File: config.mk
export PLATFORM = sky130hd
export DESIGN_NAME = gtm_timer
export DESIGN_NICKNAME = d
export VERILOG_FILES = /design/src/design/gtm_pkg.sv /design/src/design/gtm_sync.sv /design/src/design/gtm_prescaler.sv /design/src/design/gtm_timer.sv
export SDC_FILE = /design/constraint.sdc
export NUM_CORES = 1
export LEC_CHECK = 0
export BUFFER_PORTS_ARGS = -buffer_cell sky130_fd_sc_hd__buf_4
export CORE_ASPECT_RATIO = 1.4
export CORE_MARGIN = 3
export CORE_UTILIZATION = 59
export CTS_BUF_LIST = sky130_fd_sc_hd__clkbuf_8 sky130_fd_sc_hd__clkbuf_16
export DETAILED_ROUTE_END_ITERATION = 16
export PLACE_DENSITY = 0.95
export SKIP_CTS_REPAIR_TIMING = 1
export SYNTH_ARGS = -nofsm -noshare
export SYNTH_HDL_FRONTEND = slang
export SYNTH_SLANG_ARGS = --single-unit
File: constraint.sdc
create_clock -name pclk -period 4.4 [get_ports pclk]
set_input_delay 0.66 -clock pclk [delete_from_list [all_inputs] [get_ports pclk]]
set_output_delay 0.66 -clock pclk [all_outputs]
set_load 0.005 [all_outputs]
File: src/design/gtm_pkg.sv
// Package: register map, control fields and state carriers of the 16-bit timer
package gtm_pkg;

  // ==========================================================================
  // Register indices and byte addresses (byte address is four times the index)
  // ==========================================================================
  localparam logic [11:0] GTM_IDX_COUNT   = 12'h100;
  localparam logic [11:0] GTM_IDX_PERIOD  = 12'h102;
  localparam logic [11:0] GTM_IDX_CONTROL = 12'h104;
  localparam logic [11:0] GTM_IDX_STATUS  = 12'h106;
  localparam logic [13:0] GTM_ADDR_COUNT   = {GTM_IDX_COUNT, 2'b00};
  localparam logic [13:0] GTM_ADDR_PERIOD  = {GTM_IDX_PERIOD, 2'b00};
  localparam logic [13:0] GTM_ADDR_CONTROL = {GTM_IDX_CONTROL, 2'b00};
  localparam logic [13:0] GTM_ADDR_STATUS  = {GTM_IDX_STATUS, 2'b00};

  // ==========================================================================
  // Reset values
  // ==========================================================================
  localparam logic [15:0] GTM_RST_COUNT  = 16'h0000;
  localparam logic [15:0] GTM_RST_PERIOD = 16'hffff;

  // ==========================================================================
  // Control field positions
  // ==========================================================================
  localparam int GTM_BIT_TIMER_ON    = 15;
  localparam int GTM_BIT_STOP_IDLE   = 13;
  localparam int GTM_BIT_GATE        = 6;
  localparam int GTM_BIT_PRESCALE_HI = 5;
  localparam int GTM_BIT_PRESCALE_LO = 4;
  localparam int GTM_BIT_EXT_SYNC    = 2;
  localparam int GTM_BIT_CLK_SRC     = 1;
  localparam int GTM_BIT_FLAG        = 0;

  // ==========================================================================
  // Prescaler encodings and terminal counts (divide ratio minus one)
  // ==========================================================================
  localparam logic [1:0] GTM_PS_DIV1   = 2'h0;
  localparam logic [1:0] GTM_PS_DIV8   = 2'h1;
  localparam logic [1:0] GTM_PS_DIV64  = 2'h2;
  localparam logic [1:0] GTM_PS_DIV256 = 2'h3;
  localparam logic [7:0] GTM_TERM_DIV1   = 8'h00;
  localparam logic [7:0] GTM_TERM_DIV8   = 8'h07;
  localparam logic [7:0] GTM_TERM_DIV64  = 8'h3f;
  localparam logic [7:0] GTM_TERM_DIV256 = 8'hff;

  // ==========================================================================
  // Carriers
  // ==========================================================================
  typedef struct packed {
    logic       timer_on;
    logic       stop_in_idle;
    logic       gate_accumulate_enable;
    logic [1:0] prescale_select;
    logic       external_sync_select;
    logic       clock_source_select;
  } gtm_ctrl_s;

  typedef struct packed {
    gtm_ctrl_s   ctrl;
    logic [15:0] count_value;
    logic [15:0] period_value;
    logic        period_interrupt_flag;
    logic        timer_event;
    logic        gate_prev;
    logic        ext_prev;
    logic [31:0] prdata;
    logic        pready;
    logic        pslverr;
  } gtm_state_s;

  typedef struct packed {
    logic [7:0] div_cnt;
  } gtm_ps_state_s;

endpackage : gtm_pkg

File: src/design/gtm_sync.sv
// Two flip-flop synchroniser for the external clock / gate pin
`timescale 1ns/10ps
`default_nettype none
module gtm_sync (
  input  wire logic pclk,
  input  wire logic presetn,
  input  wire logic async_in,
  output var  logic sync_out
);
  logic meta_reg;

  // ==========================================================================
  // First stage is read only by the second stage
  // ==========================================================================
  always_ff @(posedge pclk or negedge presetn) begin
    if (!presetn) begin
      meta_reg <= 1'b0;
      sync_out <= 1'b0;
    end else begin
      meta_reg <= async_in;
      sync_out <= meta_reg;
    end
  end
endmodule : gtm_sync
`default_nettype wire

File: src/design/gtm_prescaler.sv
// Prescaler: divides the selected tick stream by 1, 8, 64 or 256
`timescale 1ns/10ps
`default_nettype none
module gtm_prescaler
  import gtm_pkg::*;
(
  input  wire logic       pclk,
  input  wire logic       presetn,
  input  wire logic       tick,
  input  wire logic       clear,
  input  wire logic [1:0] prescale_select,
  output logic            inc
);
  gtm_ps_state_s state_reg;
  gtm_ps_state_s state_next;
  logic [7:0]    term;

  // ==========================================================================
  // Terminal count per prescale code
  // ==========================================================================
  always_comb begin
    case (prescale_select)
      GTM_PS_DIV1:   term = GTM_TERM_DIV1;
      GTM_PS_DIV8:   term = GTM_TERM_DIV8;
      GTM_PS_DIV64:  term = GTM_TERM_DIV64;
      GTM_PS_DIV256: term = GTM_TERM_DIV256;
      default:       term = GTM_TERM_DIV1;
    endcase
  end

  // Output pulse on the tick that completes a division
  assign inc = tick && (state_reg.div_cnt >= term);

  // ==========================================================================
  // Divide counter; clear wins over counting
  // ==========================================================================
  always_comb begin
    state_next = state_reg;
    if (clear) begin
      state_next.div_cnt = 8'h00;
    end else if (inc) begin
      state_next.div_cnt = 8'h00;
    end else if (tick) begin
      state_next.div_cnt = state_reg.div_cnt + 8'h01;
    end
  end

  // Device reset clears the divide counter
  always_ff @(posedge pclk or negedge presetn) begin
    if (!presetn) begin
      state_reg <= '0;
    end else begin
      state_reg <= state_next;
    end
  end
endmodule : gtm_prescaler
`default_nettype wire

File: src/design/gtm_timer.sv
// Top of the 16-bit gated, prescaled timer with its APB register slave
//
// Functional notes
// - Timer mode: count advances each instruction cycle, wraps to zero after period match.
// - Synchronous counter: count advances on resynchronised external rising edges, wraps.
// - Asynchronous counter: count advances on external rising edges, wraps after period.
// - Timer, sync and gated modes halt in idle when stop-in-idle is set.
// - Asynchronous counter mode also halts in idle when stop-in-idle is set.
// - Gated mode counts instruction cycles only while the gate pin is high.
// - Clock source select zero picks the internal instruction clock.
// - Selected clock passes a divide by 1, 8, 64 or 256 prescaler.
// - Prescaler clears on count write, control write and device reset.
// - With timer off, the prescaler is not cleared by those writes.
// - Control writes leave the count alone; only count writes change it.
// - Event raised on period match and on gate falling edge.
// - Period match sets a flag that stays until software clears it.
// - External sync bit zero means asynchronous, one means synchronised counting.
// - In sleep only an enabled, external, asynchronous timer keeps counting.
`timescale 1ns/10ps
`default_nettype none
module gtm_timer
  import gtm_pkg::*;
(
  input  wire logic        pclk,
  input  wire logic        presetn,
  input  wire logic        psel,
  input  wire logic        penable,
  input  wire logic        pwrite,
  input  wire logic [15:0] paddr,
  input  wire logic [31:0] pwdata,
  output logic [31:0]      prdata,
  output logic             pready,
  output logic             pslverr,
  input  wire logic        ext_clock_gate_pin,
  input  wire logic        cpu_idle,
  input  wire logic        cpu_sleep,
  output logic             period_interrupt_flag,
  output logic             timer_event
);

  // ==========================================================================
  // Declarations
  // ==========================================================================
  gtm_state_s  state_reg;
  gtm_state_s  state_next;
  logic        pin_sync;
  logic        setup_phase;
  logic        access_wr;
  logic        wr_count;
  logic        wr_period;
  logic        wr_control;
  logic        wr_status;
  logic        addr_hit;
  logic        ext_rise;
  logic        gate_fall;
  logic        async_mode;
  logic        gated_mode;
  logic        halted;
  logic        tick;
  logic        ps_clear;
  logic        inc;
  logic        match;
  logic [31:0] rd_word;

  // ==========================================================================
  // Pin input: two flip-flops before any logic reads it
  // ==========================================================================
  gtm_sync u_sync (
    .pclk     (pclk),
    .presetn  (presetn),
    .async_in (ext_clock_gate_pin),
    .sync_out (pin_sync)
  );

  // ==========================================================================
  // APB decode
  // ==========================================================================
  // A write lands only at the access edge that sees pready high
  assign setup_phase = psel && !penable;
  assign access_wr   = psel && penable && pready && pwrite && !pslverr;
  assign wr_count    = access_wr && (paddr[13:0] == GTM_ADDR_COUNT);
  assign wr_period   = access_wr && (paddr[13:0] == GTM_ADDR_PERIOD);
  assign wr_control  = access_wr && (paddr[13:0] == GTM_ADDR_CONTROL);
  assign wr_status   = access_wr && (paddr[13:0] == GTM_ADDR_STATUS);

  // Address check used at the setup cycle to decide the error answer
  always_comb begin
    case (paddr[13:0])
      GTM_ADDR_COUNT,
      GTM_ADDR_PERIOD,
      GTM_ADDR_CONTROL,
      GTM_ADDR_STATUS: addr_hit = (paddr[15:14] == 2'b00) && (paddr[1:0] == 2'b00);
      default:         addr_hit = 1'b0;
    endcase
  end

  // Read mux; reserved control bits read as zero
  always_comb begin
    rd_word = 32'h0000_0000;
    case (paddr[13:0])
      GTM_ADDR_COUNT:  rd_word[15:0] = state_reg.count_value;
      GTM_ADDR_PERIOD: rd_word[15:0] = state_reg.period_value;
      GTM_ADDR_CONTROL: begin
        rd_word[GTM_BIT_TIMER_ON]  = state_reg.ctrl.timer_on;
        rd_word[GTM_BIT_STOP_IDLE] = state_reg.ctrl.stop_in_idle;
        rd_word[GTM_BIT_GATE]      = state_reg.ctrl.gate_accumulate_enable;
        rd_word[GTM_BIT_PRESCALE_HI:GTM_BIT_PRESCALE_LO] = state_reg.ctrl.prescale_select;
        rd_word[GTM_BIT_EXT_SYNC]  = state_reg.ctrl.external_sync_select;
        rd_word[GTM_BIT_CLK_SRC]   = state_reg.ctrl.clock_source_select;
      end
      GTM_ADDR_STATUS: rd_word[GTM_BIT_FLAG] = state_reg.period_interrupt_flag;
      default:         rd_word = 32'h0000_0000;
    endcase
  end

  // ==========================================================================
  // Mode and halt decode
  // ==========================================================================
  // External source with sync bit zero counts asynchronously
  assign async_mode = state_reg.ctrl.clock_source_select &&
                      !state_reg.ctrl.external_sync_select;

  // Gate only applies with the internal source selected
  assign gated_mode = state_reg.ctrl.gate_accumulate_enable &&
                      !state_reg.ctrl.clock_source_select;

  // Idle halts every mode under stop-in-idle; sleep spares only async counting
  always_comb begin
    halted = !state_reg.ctrl.timer_on;
    if (cpu_idle && state_reg.ctrl.stop_in_idle) begin
      halted = 1'b1;
    end
    if (cpu_sleep && !async_mode) begin
      halted = 1'b1;
    end
  end

  // ==========================================================================
  // Tick selection
  // ==========================================================================
  // Edges are taken from the synchronised pin and its registered copy
  assign ext_rise  = pin_sync && !state_reg.ext_prev;
  assign gate_fall = !pin_sync && state_reg.gate_prev;

  // Pin edges in async mode still pass the synchroniser: single clock domain
  always_comb begin
    tick = 1'b0;
    if (!halted) begin
      if (!state_reg.ctrl.clock_source_select) begin
        if (gated_mode) begin
          tick = pin_sync;
        end else begin
          tick = 1'b1;
        end
      end else if (state_reg.ctrl.external_sync_select) begin
        tick = ext_rise;
      end else begin
        tick = ext_rise;
      end
    end
  end

  // Prescaler clock stands still while the timer is off, so no clear then
  assign ps_clear = (wr_count || wr_control) && state_reg.ctrl.timer_on;

  gtm_prescaler u_prescaler (
    .pclk            (pclk),
    .presetn         (presetn),
    .tick            (tick),
    .clear           (ps_clear),
    .prescale_select (state_reg.ctrl.prescale_select),
    .inc             (inc)
  );

  // Match is seen on the increment that finds count equal to period
  assign match = inc && (state_reg.count_value == state_reg.period_value);

  // ==========================================================================
  // Next state
  // ==========================================================================
  always_comb begin
    state_next             = state_reg;
    state_next.timer_event = 1'b0;
    state_next.ext_prev    = pin_sync;
    // Gate history only tracks while gated counting is armed
    if (gated_mode && state_reg.ctrl.timer_on) begin
      state_next.gate_prev = pin_sync;
    end else begin
      state_next.gate_prev = 1'b0;
    end

    // Count: software write has priority over counting
    if (wr_count) begin
      state_next.count_value = pwdata[15:0];
    end else if (match) begin
      state_next.count_value = 16'h0000;
    end else if (inc) begin
      state_next.count_value = state_reg.count_value + 16'h0001;
    end

    if (wr_period) begin
      state_next.period_value = pwdata[15:0];
    end

    // Control write never touches the count
    if (wr_control) begin
      state_next.ctrl.timer_on               = pwdata[GTM_BIT_TIMER_ON];
      state_next.ctrl.stop_in_idle           = pwdata[GTM_BIT_STOP_IDLE];
      state_next.ctrl.gate_accumulate_enable = pwdata[GTM_BIT_GATE];
      state_next.ctrl.prescale_select =
        pwdata[GTM_BIT_PRESCALE_HI:GTM_BIT_PRESCALE_LO];
      state_next.ctrl.external_sync_select   = pwdata[GTM_BIT_EXT_SYNC];
      state_next.ctrl.clock_source_select    = pwdata[GTM_BIT_CLK_SRC];
    end

    // Flag: write one clears, a same-cycle event wins over the clear
    if (wr_status && pwdata[GTM_BIT_FLAG]) begin
      state_next.period_interrupt_flag = 1'b0;
    end
    if (match || (gated_mode && gate_fall)) begin
      state_next.period_interrupt_flag = 1'b1;
      state_next.timer_event           = 1'b1;
    end

    // APB answer is prepared in the setup cycle, no wait states
    state_next.pready  = 1'b0;
    state_next.pslverr = 1'b0;
    if (setup_phase) begin
      state_next.pready  = 1'b1;
      state_next.pslverr = !addr_hit;
      state_next.prdata  = (pwrite || !addr_hit) ? 32'h0000_0000 : rd_word;
    end
  end

  // ==========================================================================
  // State register
  // ==========================================================================
  always_ff @(posedge pclk or negedge presetn) begin
    if (!presetn) begin
      state_reg              <= '0;
      state_reg.count_value  <= GTM_RST_COUNT;
      state_reg.period_value <= GTM_RST_PERIOD;
    end else begin
      state_reg <= state_next;
    end
  end

  // ==========================================================================
  // Outputs straight from the state register
  // ==========================================================================
  assign prdata                = state_reg.prdata;
  assign pready                = state_reg.pready;
  assign pslverr               = state_reg.pslverr;
  assign period_interrupt_flag = state_reg.period_interrupt_flag;
  assign timer_event           = state_reg.timer_event;

endmodule : gtm_timer
`default_nettype wire

Word-level counts from Yosys, hierarchy flattened
Cells that the tools add are included.
{"block": "classes", "n_addsub": 2, "n_lt_le_gt_ge": 1, "n_eq_ne": 8, "n_mux": 26, "n_reduce_logical": 41}
{"operator": "two-way mux 16 bit", "count": 4}
{"operator": "equality test 14 x 11 -> 1 bit, second input constant", "count": 4}
{"operator": "case mux 8 bit (4 select lines)", "count": 1}
{"operator": "two-way mux 8 bit", "count": 3}
{"operator": "logical AND 1 bit", "count": 22}
{"operator": "adder 16 x 1 -> 16 bit, second input constant", "count": 1}
{"operator": "equality test 16 bit", "count": 1}
{"operator": "case mux 6 bit (2 select lines)", "count": 1}
{"operator": "logical NOT 1 bit", "count": 9}
{"operator": "case mux 1 bit (3 select lines)", "count": 3}
{"operator": "case mux 3 bit (3 select lines)", "count": 1}
{"operator": "adder 8 x 1 -> 8 bit, second input constant", "count": 1}
{"operator": ">= comparator 8 bit", "count": 1}
{"operator": "two-way mux 1 bit", "count": 8}
{"operator": "logical NOT 2 bit", "count": 3}
{"operator": "case mux 2 bit (3 select lines)", "count": 1}
{"operator": "nonzero test 3 bit", "count": 2}
{"operator": "equality test 2 bit, second input constant", "count": 2}
{"operator": "two-way mux 2 bit", "count": 2}
{"operator": "case mux 1 bit (2 select lines)", "count": 2}
{"operator": "OR reduction 4 bit", "count": 1}
{"operator": "logical OR 1 bit", "count": 3}
{"operator": "equality test 2 x 1 -> 1 bit, second input constant", "count": 1}
{"operator": "nonzero test 2 bit", "count": 1}
{"block": "totals", "register_bits": 71, "in_bits": 56, "out_inout_bits": 36, "word_cells": 96}

Logic depth before layout (Yosys ltp)
Gate-level depths: netlist (run 1).
{"block": "logic_depth", "ltp_word": 10, "ltp_mapped": 9, "mapped_depth_nobuf": 8}

Hierarchy
Synthesis (run 1) repeated with hierarchy kept, for this count alone.
{"block": "unflattened", "cells_unflattened": 409, "hier_area_um2": 4149.0}
{"mod": "gtm_timer", "n_inst": 1, "cells_per_inst": 337, "area_each_um2": 3462.1, "seq_area_each_um2": 1546.5}
{"mod": "gtm_prescaler", "n_inst": 1, "cells_per_inst": 70, "area_each_um2": 636.9, "seq_area_each_um2": 200.2}
{"mod": "gtm_sync", "n_inst": 1, "cells_per_inst": 2, "area_each_um2": 50.0, "seq_area_each_um2": 50.0}

Worst setup path after synthesis (run 1)
Ideal clock, no wire load.
{"block": "synth_path", "path_type": "in2reg", "start": "input paddr[1]", "end": "register state_reg[56] in the netlist's numbering", "setup_time_ps": 126, "t_arrival_ps": 2192, "required_ps": 4274, "setup_slack_ps": 2082, "path_stages": 8, "path_buffers": 2, "cell_sequence": "nor4_2 > nand3_2 > or3_1 > buf_4 > nand2b_4 > buf_12 > o22ai_1 > a221o_1"}
{"block": "synth_between", "elab_chain_len": 3, "elab_cells_between_ends": 4, "cone_classes": "eq/ne (1); mux (1); reduce/logical (2)"}
{"item": "start: declaration", "line": "gtm_timer.sv:29", "source": "input wire logic [15:0] paddr,"}
{"item": "equality test 14 x 11 -> 1 bit (*)", "line": "gtm_timer.sv:81", "source": "assign wr_count = access_wr && (paddr[13:0] == GTM_ADDR_COUNT);"}
{"item": "logical AND 1 bit (*)", "line": "gtm_timer.sv:81"}
{"item": "nonzero test 3 bit (no line) or two-way mux 16 bit (tied branches)"}
{"item": "end signal: assignment", "line": "gtm_timer.sv:244", "source": "state_reg <= state_next;"}
{"item": "end: declaration", "line": "gtm_timer.sv:44", "source": "gtm_state_s state_reg;"}
Every way passes the cells marked *; elsewhere a longest branch is shown, timed or not.
A chain may end at the register's enable or synchronous reset.

Worst setup path in the final report (run 1)
{"block": "layout_path", "start": "input paddr[5]", "end": "register state_reg[53] in the netlist's numbering"}
{"block": "layout_between", "elab_chain_len": 2}
{"item": "equality test 14 x 11 -> 1 bit", "line": "gtm_timer.sv:82", "source": "assign wr_period = access_wr && (paddr[13:0] == GTM_ADDR_PERIOD);"}
{"item": "logical AND 1 bit", "line": "gtm_timer.sv:82"}
Every way passes these cells.

==> run metrics, run 1 <==
mean post-synth cell area roughly 10 um^2; Total Power around 0.0014 W; Synth area leader dfrtp_1; CTS Root Cell clkbuf_8; total gr overflow 0; Total Neg Setup Slack 0 ps; distinct cell type count of the synthesized netlist 56; ANT nets after route 0; Layout Nets just over 500; share of cells above drive strength 1 roughly 28%; Worst-Margin Slew about 870 ps; pin count of the biggest net entering global routing a little over 70; CTS tree done; Area Growth Syn to Fin 10.5%; Yosys top cell area share about a third; slowest stage cell, crit path nand2_1; Layout Skew between 10 and 15 ps; drt pass-1 iters 6; Fill cells slightly below 500; PortBufs 59; DRT Wirelength ~10 mm; via density per instance approximately 6.4; Residual DRC 0; placer congestion estimate a little under 1; sequential share of the synthesized area around 43%; ys flop type dfrtp_1; drt initial violations about 400; chip width roughly 77 um; Crit Path Class in2reg; RSZ-0062 raised after global routing false; Util after Layout between 60 and 70%; initial antenna violation count 0; total CTS buffers 9; Initial Utilization 62.0%; Reg clk slew, reported paths 80 ps; relative slew slack a little over two fifths; Final Hold Vio Count 0; worst skew pair latency roughly 360 ps; n_diodes 0; Netlist Area Pre-Place between 4000 and 5000 um^2; worst-path cell chain buf_4 -> nor4_2 -> nand3_2 -> nor2b_1 -> nand2_1 -> mux2_2; vias in the first global route approximately 3.4k; Critical Path RT 4680 ps; Rows 35; most common cell after layout, fill and taps aside buf_4; crit end category flop; DR vias about 3.5k; Largest register FFs 41; Area contributors post-synth dfrtp_1 (33%), dfstp_2 (10%), buf_4 (6.3%); Post-synth EDFFs 0; H-tree depth 3; gr usage total a little over a quarter; Placed Instance Area roughly 4400 um^2; crit start category input port; TritonCTS Sinks between 70 and 80; total number of yosys warnings 0; Design Area, Final 4590 um^2; Seq cells post-synth 71; Arrival @ worst endpoint slightly above 3000 ps; outcome finished clean; DIE AREA slightly above 8000 um^2; wire length per cell 18.9 um; area of the core around 6700 um^2; Leakage approximately 2.0 nW; setup violators final 0; asr flop ratio synth 100%; Hold Path Class reg2reg; Syn Inst Count between 400 and 500; Buf+Inv Stages, Crit Path 1; io pins between 90 and 100; first-pass GRT wire length about 17 mm; Max IR drop VDD between 200 and 250 uV; Highest Clock Rate approximately 0.36 GHz; Max Cap Violations 0; Final Cycle Share between 60% and 70%; Max Slew Vio Count 0; most frequent cells in the layout buf_4 (60), dfrtp_1 (55), nand2_1 (32), o21ai_0 (32), nor2_1 (27); crit-path max FO 16; CTS max path bufs 2; Crit path max-delay family simple AND/OR/NAND/NOR gates; post-route minimum period ~2800 ps; Die Y roughly 110 um; Power Density 299 nW/um^2; Final HPWL DP roughly 7.3 mm; crit-path max cell delay around 650 ps
-- worst paths after layout --
kind / cells after the start / to / slack (ps) / start
worst max-delay path: 6 / state_reg[53] / 1590 / paddr[5]
worst min-delay path: 0 / u_sync.sync_out / 350 / u_sync.meta_reg
worst max register to register: 8 / state_reg[68] / 1630 / state_reg[72]
worst min register to register: 0 / u_sync.sync_out / 350 / u_sync.meta_reg
max in group asynchronous: 1 / state_reg[68] / 3410 / presetn
min in group asynchronous: 1 / u_sync.meta_reg / 420 / presetn
-- cell usage after synthesis (5+ instances only) --
master and number:
ha_1 8, nand4_1 16, xor2_1 5, a21oi_1 13
inv_1 9, nor3_1 7, a22o_1 7, dfrtp_1 55
o21ai_0 32, clkbuf_1 7, a22oi_1 10, xnor2_1 16
nand2_1 32, buf_4 35, a21o_1 6, nor2_1 27
nand3_1 9, a221o_1 8, nor4_1 8, buf_2 5
mux2_2 21, mux2i_1 7, dfstp_2 16
-- kinds of logic after synthesis --
logic type      share of synthesized area [%]
compound gates                           14.6
mux                                      7.38
simple gates                             17.5
buf+inv                                  10.4
fa+ha+maj                                2.41
other cells                            0.0902
xor+xnor                                 4.43
flops                                    43.2
-- per-stage QoR --
step	std cells	hold slack, ps	setup slack [ps]
2_1_floorplan	429	331	2080
3_3_place_gp	527	334	1420
3_5_place_dp	527	336	1360
4_1_cts	543	354	1650
5_1_grt	543	355	1460
6_report	543	352	1590
-- power breakdown --
group | internal, W | switching [W]
Combinational | 0.0000577 | 0.0000725
Sequential | 0.000675 | 0.0000313
Clock | 0.000279 | 0.000259
Total | 0.00101 | 0.000363
-- worst reg2reg max path: cells and delay by family (launching register included) --
kind | cells | cell delay, ps
AO/OA/AOI/OAI | 6 | 1820
flip-flops | 1 | 430
adder cells (fa/ha/maj) | 1 | 270
AND/OR/NAND/NOR | 1 | 190
-- final cells by class --
type	instances	area, um^2	area share [%]
multi-input combinational	295	1990	43.3
sequential	71	1800	39.1
timing repair buffer	60	450	9.81
clock buffer	10	138	3.00
tap	92	115	2.51
clock inverter	6	67.6	1.47
inverter	9	33.8	0.736
-- routing by layer --
metal / up-vias / routed length (um) / global-route usage, %
li1: 1522 / - / -
met1: 1669 / 3760 / 29.9
met2: 232 / 5340 / 45.6
met3: 38 / 831 / 6.92
met4: 0 / 354 / 10.8
met5: - / 0 / 0
No activity file was read; power rests on OpenSTA's default activity.
==> run 2, diff against run 1 <==
--- a/config.mk
+++ b/config.mk
@@ -8,10 +8,10 @@
 export BUFFER_PORTS_ARGS = -buffer_cell sky130_fd_sc_hd__buf_4
 export CORE_ASPECT_RATIO = 1.4
 export CORE_MARGIN = 3
-export CORE_UTILIZATION = 59
+export CORE_UTILIZATION = 49
 export CTS_BUF_LIST = sky130_fd_sc_hd__clkbuf_8 sky130_fd_sc_hd__clkbuf_16
 export DETAILED_ROUTE_END_ITERATION = 16
-export PLACE_DENSITY = 0.95
+export PLACE_DENSITY = 0.86
 export SKIP_CTS_REPAIR_TIMING = 1
 export SYNTH_ARGS = -nofsm -noshare
 export SYNTH_HDL_FRONTEND = slang
==> constraint.sdc (replaced) <==
create_clock -name pclk -period 2.5 [get_ports pclk]
set_input_delay 0.375 -clock pclk [delete_from_list [all_inputs] [get_ports pclk]]
set_output_delay 0.375 -clock pclk [all_outputs]
set_load 0.005 [all_outputs]
==> run metrics, run 2 (same netlist as run 1, synthesis figures left out) <==
crit end category flop (unchanged); crit-path max cell delay 470 ps (was 650 ps); chip width 83.8 um (was 76.9 um); Area Growth Syn to Fin 16.2% (was 10.5%); Layout Skew 6.92 ps (was 13.0 ps); Rows 39 (was 35); Final Hold Vio Count 0 (unchanged); crit start category flop (was input port); Hold Path Class in2reg (was reg2reg); DR vias 3417 (was 3461); slowest stage cell, crit path o311ai_4 (was nand2_1); Comb pwr share 8.5% (was 9.5%); Leakage 2.13 nW (was 1.97 nW); most common cell after layout, fill and taps aside buf_4 (unchanged); Largest register FFs 41 (unchanged); worst-path cell chain nand2_1 -> ha_1 -> nand4_1 -> o311ai_4 -> a21oi_1 -> buf_4 -> a21o_1 -> a221o_1 (was buf_4 -> nor4_2 -> nand3_2 -> nor2b_1 -> nand2_1 -> mux2_2); initial antenna violation count 0 (unchanged); DRT Wirelength 10.3 mm (about the same); Routed met3 length 642 um (was 831 um); Highest Clock Rate between 0.4 and 0.5 GHz; setup violators final 0 (unchanged); TritonCTS Sinks 71 (unchanged); share of power burned in registers 45.6% (was 51.4%); CTS tree done (unchanged); Crit path max-delay family compound AO/OA/AOI/OAI gates (was simple AND/OR/NAND/NOR gates); Worst-Margin Slew 912 ps (was 870 ps); CP Launch Point state_reg[72] (was paddr[5]); Total Neg Setup Slack 0 ps (unchanged); H-tree depth 3 (unchanged); Max IR drop VDD 358 uV (was 212 uV); pin count of the biggest net entering global routing 72 (unchanged); io pins 92 (unchanged); gr usage total 22.4% (was 26.1%); Final HPWL DP 7.58 mm (was 7.25 mm); Max Slew Vio Count 0 (unchanged); Power Density 563 nW/um^2 (was 299 nW/um^2); Highest Signal Layer met4 (unchanged); most frequent cells in the layout buf_4 (73), dfrtp_1 (55), nand2_1 (32), o21ai_0 (32), nor2_1 (26) (was buf_4 (60), dfrtp_1 (55), nand2_1 (32), o21ai_0 (32), nor2_1 (27)); RSZ-0062 raised after global routing false (unchanged); reg2reg start state_reg[72] (unchanged); Final Cycle Share roughly 95%; worst-case reg-to-reg path depth 8 (unchanged); wl on met1 3.79 mm (was 3.76 mm); WP depth 8 (was 6); Die Y 115 um (was 105 um); post-route minimum period approximately 2400 ps; total gr overflow 0 (unchanged); worst skew pair latency 340 ps (was 360 ps); Fill cells 662 (was 486); crit path to state_reg[60] (was state_reg[53]); Layout Nets 524 (was 510); Residual DRC 0 (unchanged); placer congestion estimate 0.929 (was 0.972); met2 WL 5.36 mm (was 5.34 mm); outcome finished clean (unchanged); sw frac 24.3% (was 26.4%); Buf+Inv Stages, Crit Path 1 (unchanged); crit-path max FO 8 (was 16); drt initial violations 302 (was 398); total CTS buffers 9 (unchanged); Clock Power Share 45.9% (was 39.2%); PortBufs 59 (unchanged); Min Hold Slack 146 ps (was 352 ps); r2r setup slk 120 ps (was 1630 ps); drt pass-1 iters 5 (was 6); Max Cap Violations 0 (unchanged); Reg clk slew, reported paths 60 ps (was 80 ps); CTS Root Cell clkbuf_16 (was clkbuf_8); Crit Path Class reg2reg (was in2reg); via density per instance 6.03 (was 6.37); Initial Utilization 50.7% (was 62.0%); vias in the first global route 3483 (was 3423); Arrival @ worst endpoint 2600 ps (was 3090 ps); Reg-to-Reg End state_reg[60] (was state_reg[68]); internal power 0.00206 W (was 0.00101 W); relative slew slack 39.2% (was 42.0%); Critical Path RT 2720 ps (was 4680 ps); ANT nets after route 0 (unchanged); first-pass GRT wire length 17.0 mm (was 16.8 mm); share of cells above drive strength 1 30.8% (was 28.4%); CTS max path bufs 2 (unchanged); n_diodes 0 (unchanged); DIE AREA 9640 um^2 (was 8100 um^2); area of the core 8200 um^2 (was 6700 um^2); wire length per cell 18.1 um (was 18.9 um); NetSw 0.000661 W (was 0.000363 W)
## run 2: per-layer routing
metal  vias to the layer above  GRT usage [%]
met1                      1673           24.7
met3                        46           5.30
met4                         0           13.5
met2                       152           39.0
li1                       1546              -
met5                         -              0
## run 2: metrics by stage
step                cells  utilization, %  instance area (um^2)  total power, W  worst slack (ps)
finish                567            58.9                  4830         0.00272               117
global route          567            58.9                  4830         0.00283              6.13
CTS                   567            58.6                  4810         0.00274               105
detailed placement    551            55.1                  4520         0.00148               131
global placement      551            55.1                  4520         0.00147               174
floorplan             429               -                  4210         0.00138               322
## run 2: worst reg2reg max path, cell delays in order, from the launching register on
cell,delay [ps]
dfrtp_1,430
nand2_1,110
ha_1,320
nand4_1,170
o311ai_4,470
a21oi_1,130
buf_4,190
a21o_1,150
a221o_1,300
## run 2: cell type report
| cell class | instances | area, um^2 | area share [%] |
|---|---|---|---|
| Clock buffer | 9 | 225 | 4.66 |
| Clock inverter | 7 | 65.1 | 1.35 |
| Inverter | 9 | 33.8 | 0.700 |
| Multi-Input combinational cell | 295 | 2010 | 41.7 |
| Sequential cell | 71 | 1800 | 37.2 |
| Tap cell | 102 | 128 | 2.64 |
| Timing Repair Buffer | 74 | 568 | 11.8 |
## run 2: worst min-delay path by stage
stage                                   from                    end  slack, ps  cells past startpoint
after global routing      ext_clock_gate_pin        u_sync.meta_reg        140                      1
after detailed placement     u_sync.meta_reg        u_sync.sync_out        340                      0
after floorplan                      presetn  period_interrupt_flag         80                      0
after CTS                 ext_clock_gate_pin        u_sync.meta_reg        130                      1
final                     ext_clock_gate_pin        u_sync.meta_reg        150                      1
after global placement       u_sync.meta_reg        u_sync.sync_out        330                      0
## run 2: power by group through the flow
stage | clock [W] | combinational (W) | sequential (W)
detailed placement | 0 | 0.000227 | 0.00126
CTS | 0.00127 | 0.000229 | 0.00124
finish | 0.00125 | 0.000232 | 0.00124
global route | 0.00132 | 0.000261 | 0.00124
global placement | 0 | 0.000216 | 0.00125
floorplan | 0 | 0.000135 | 0.00124
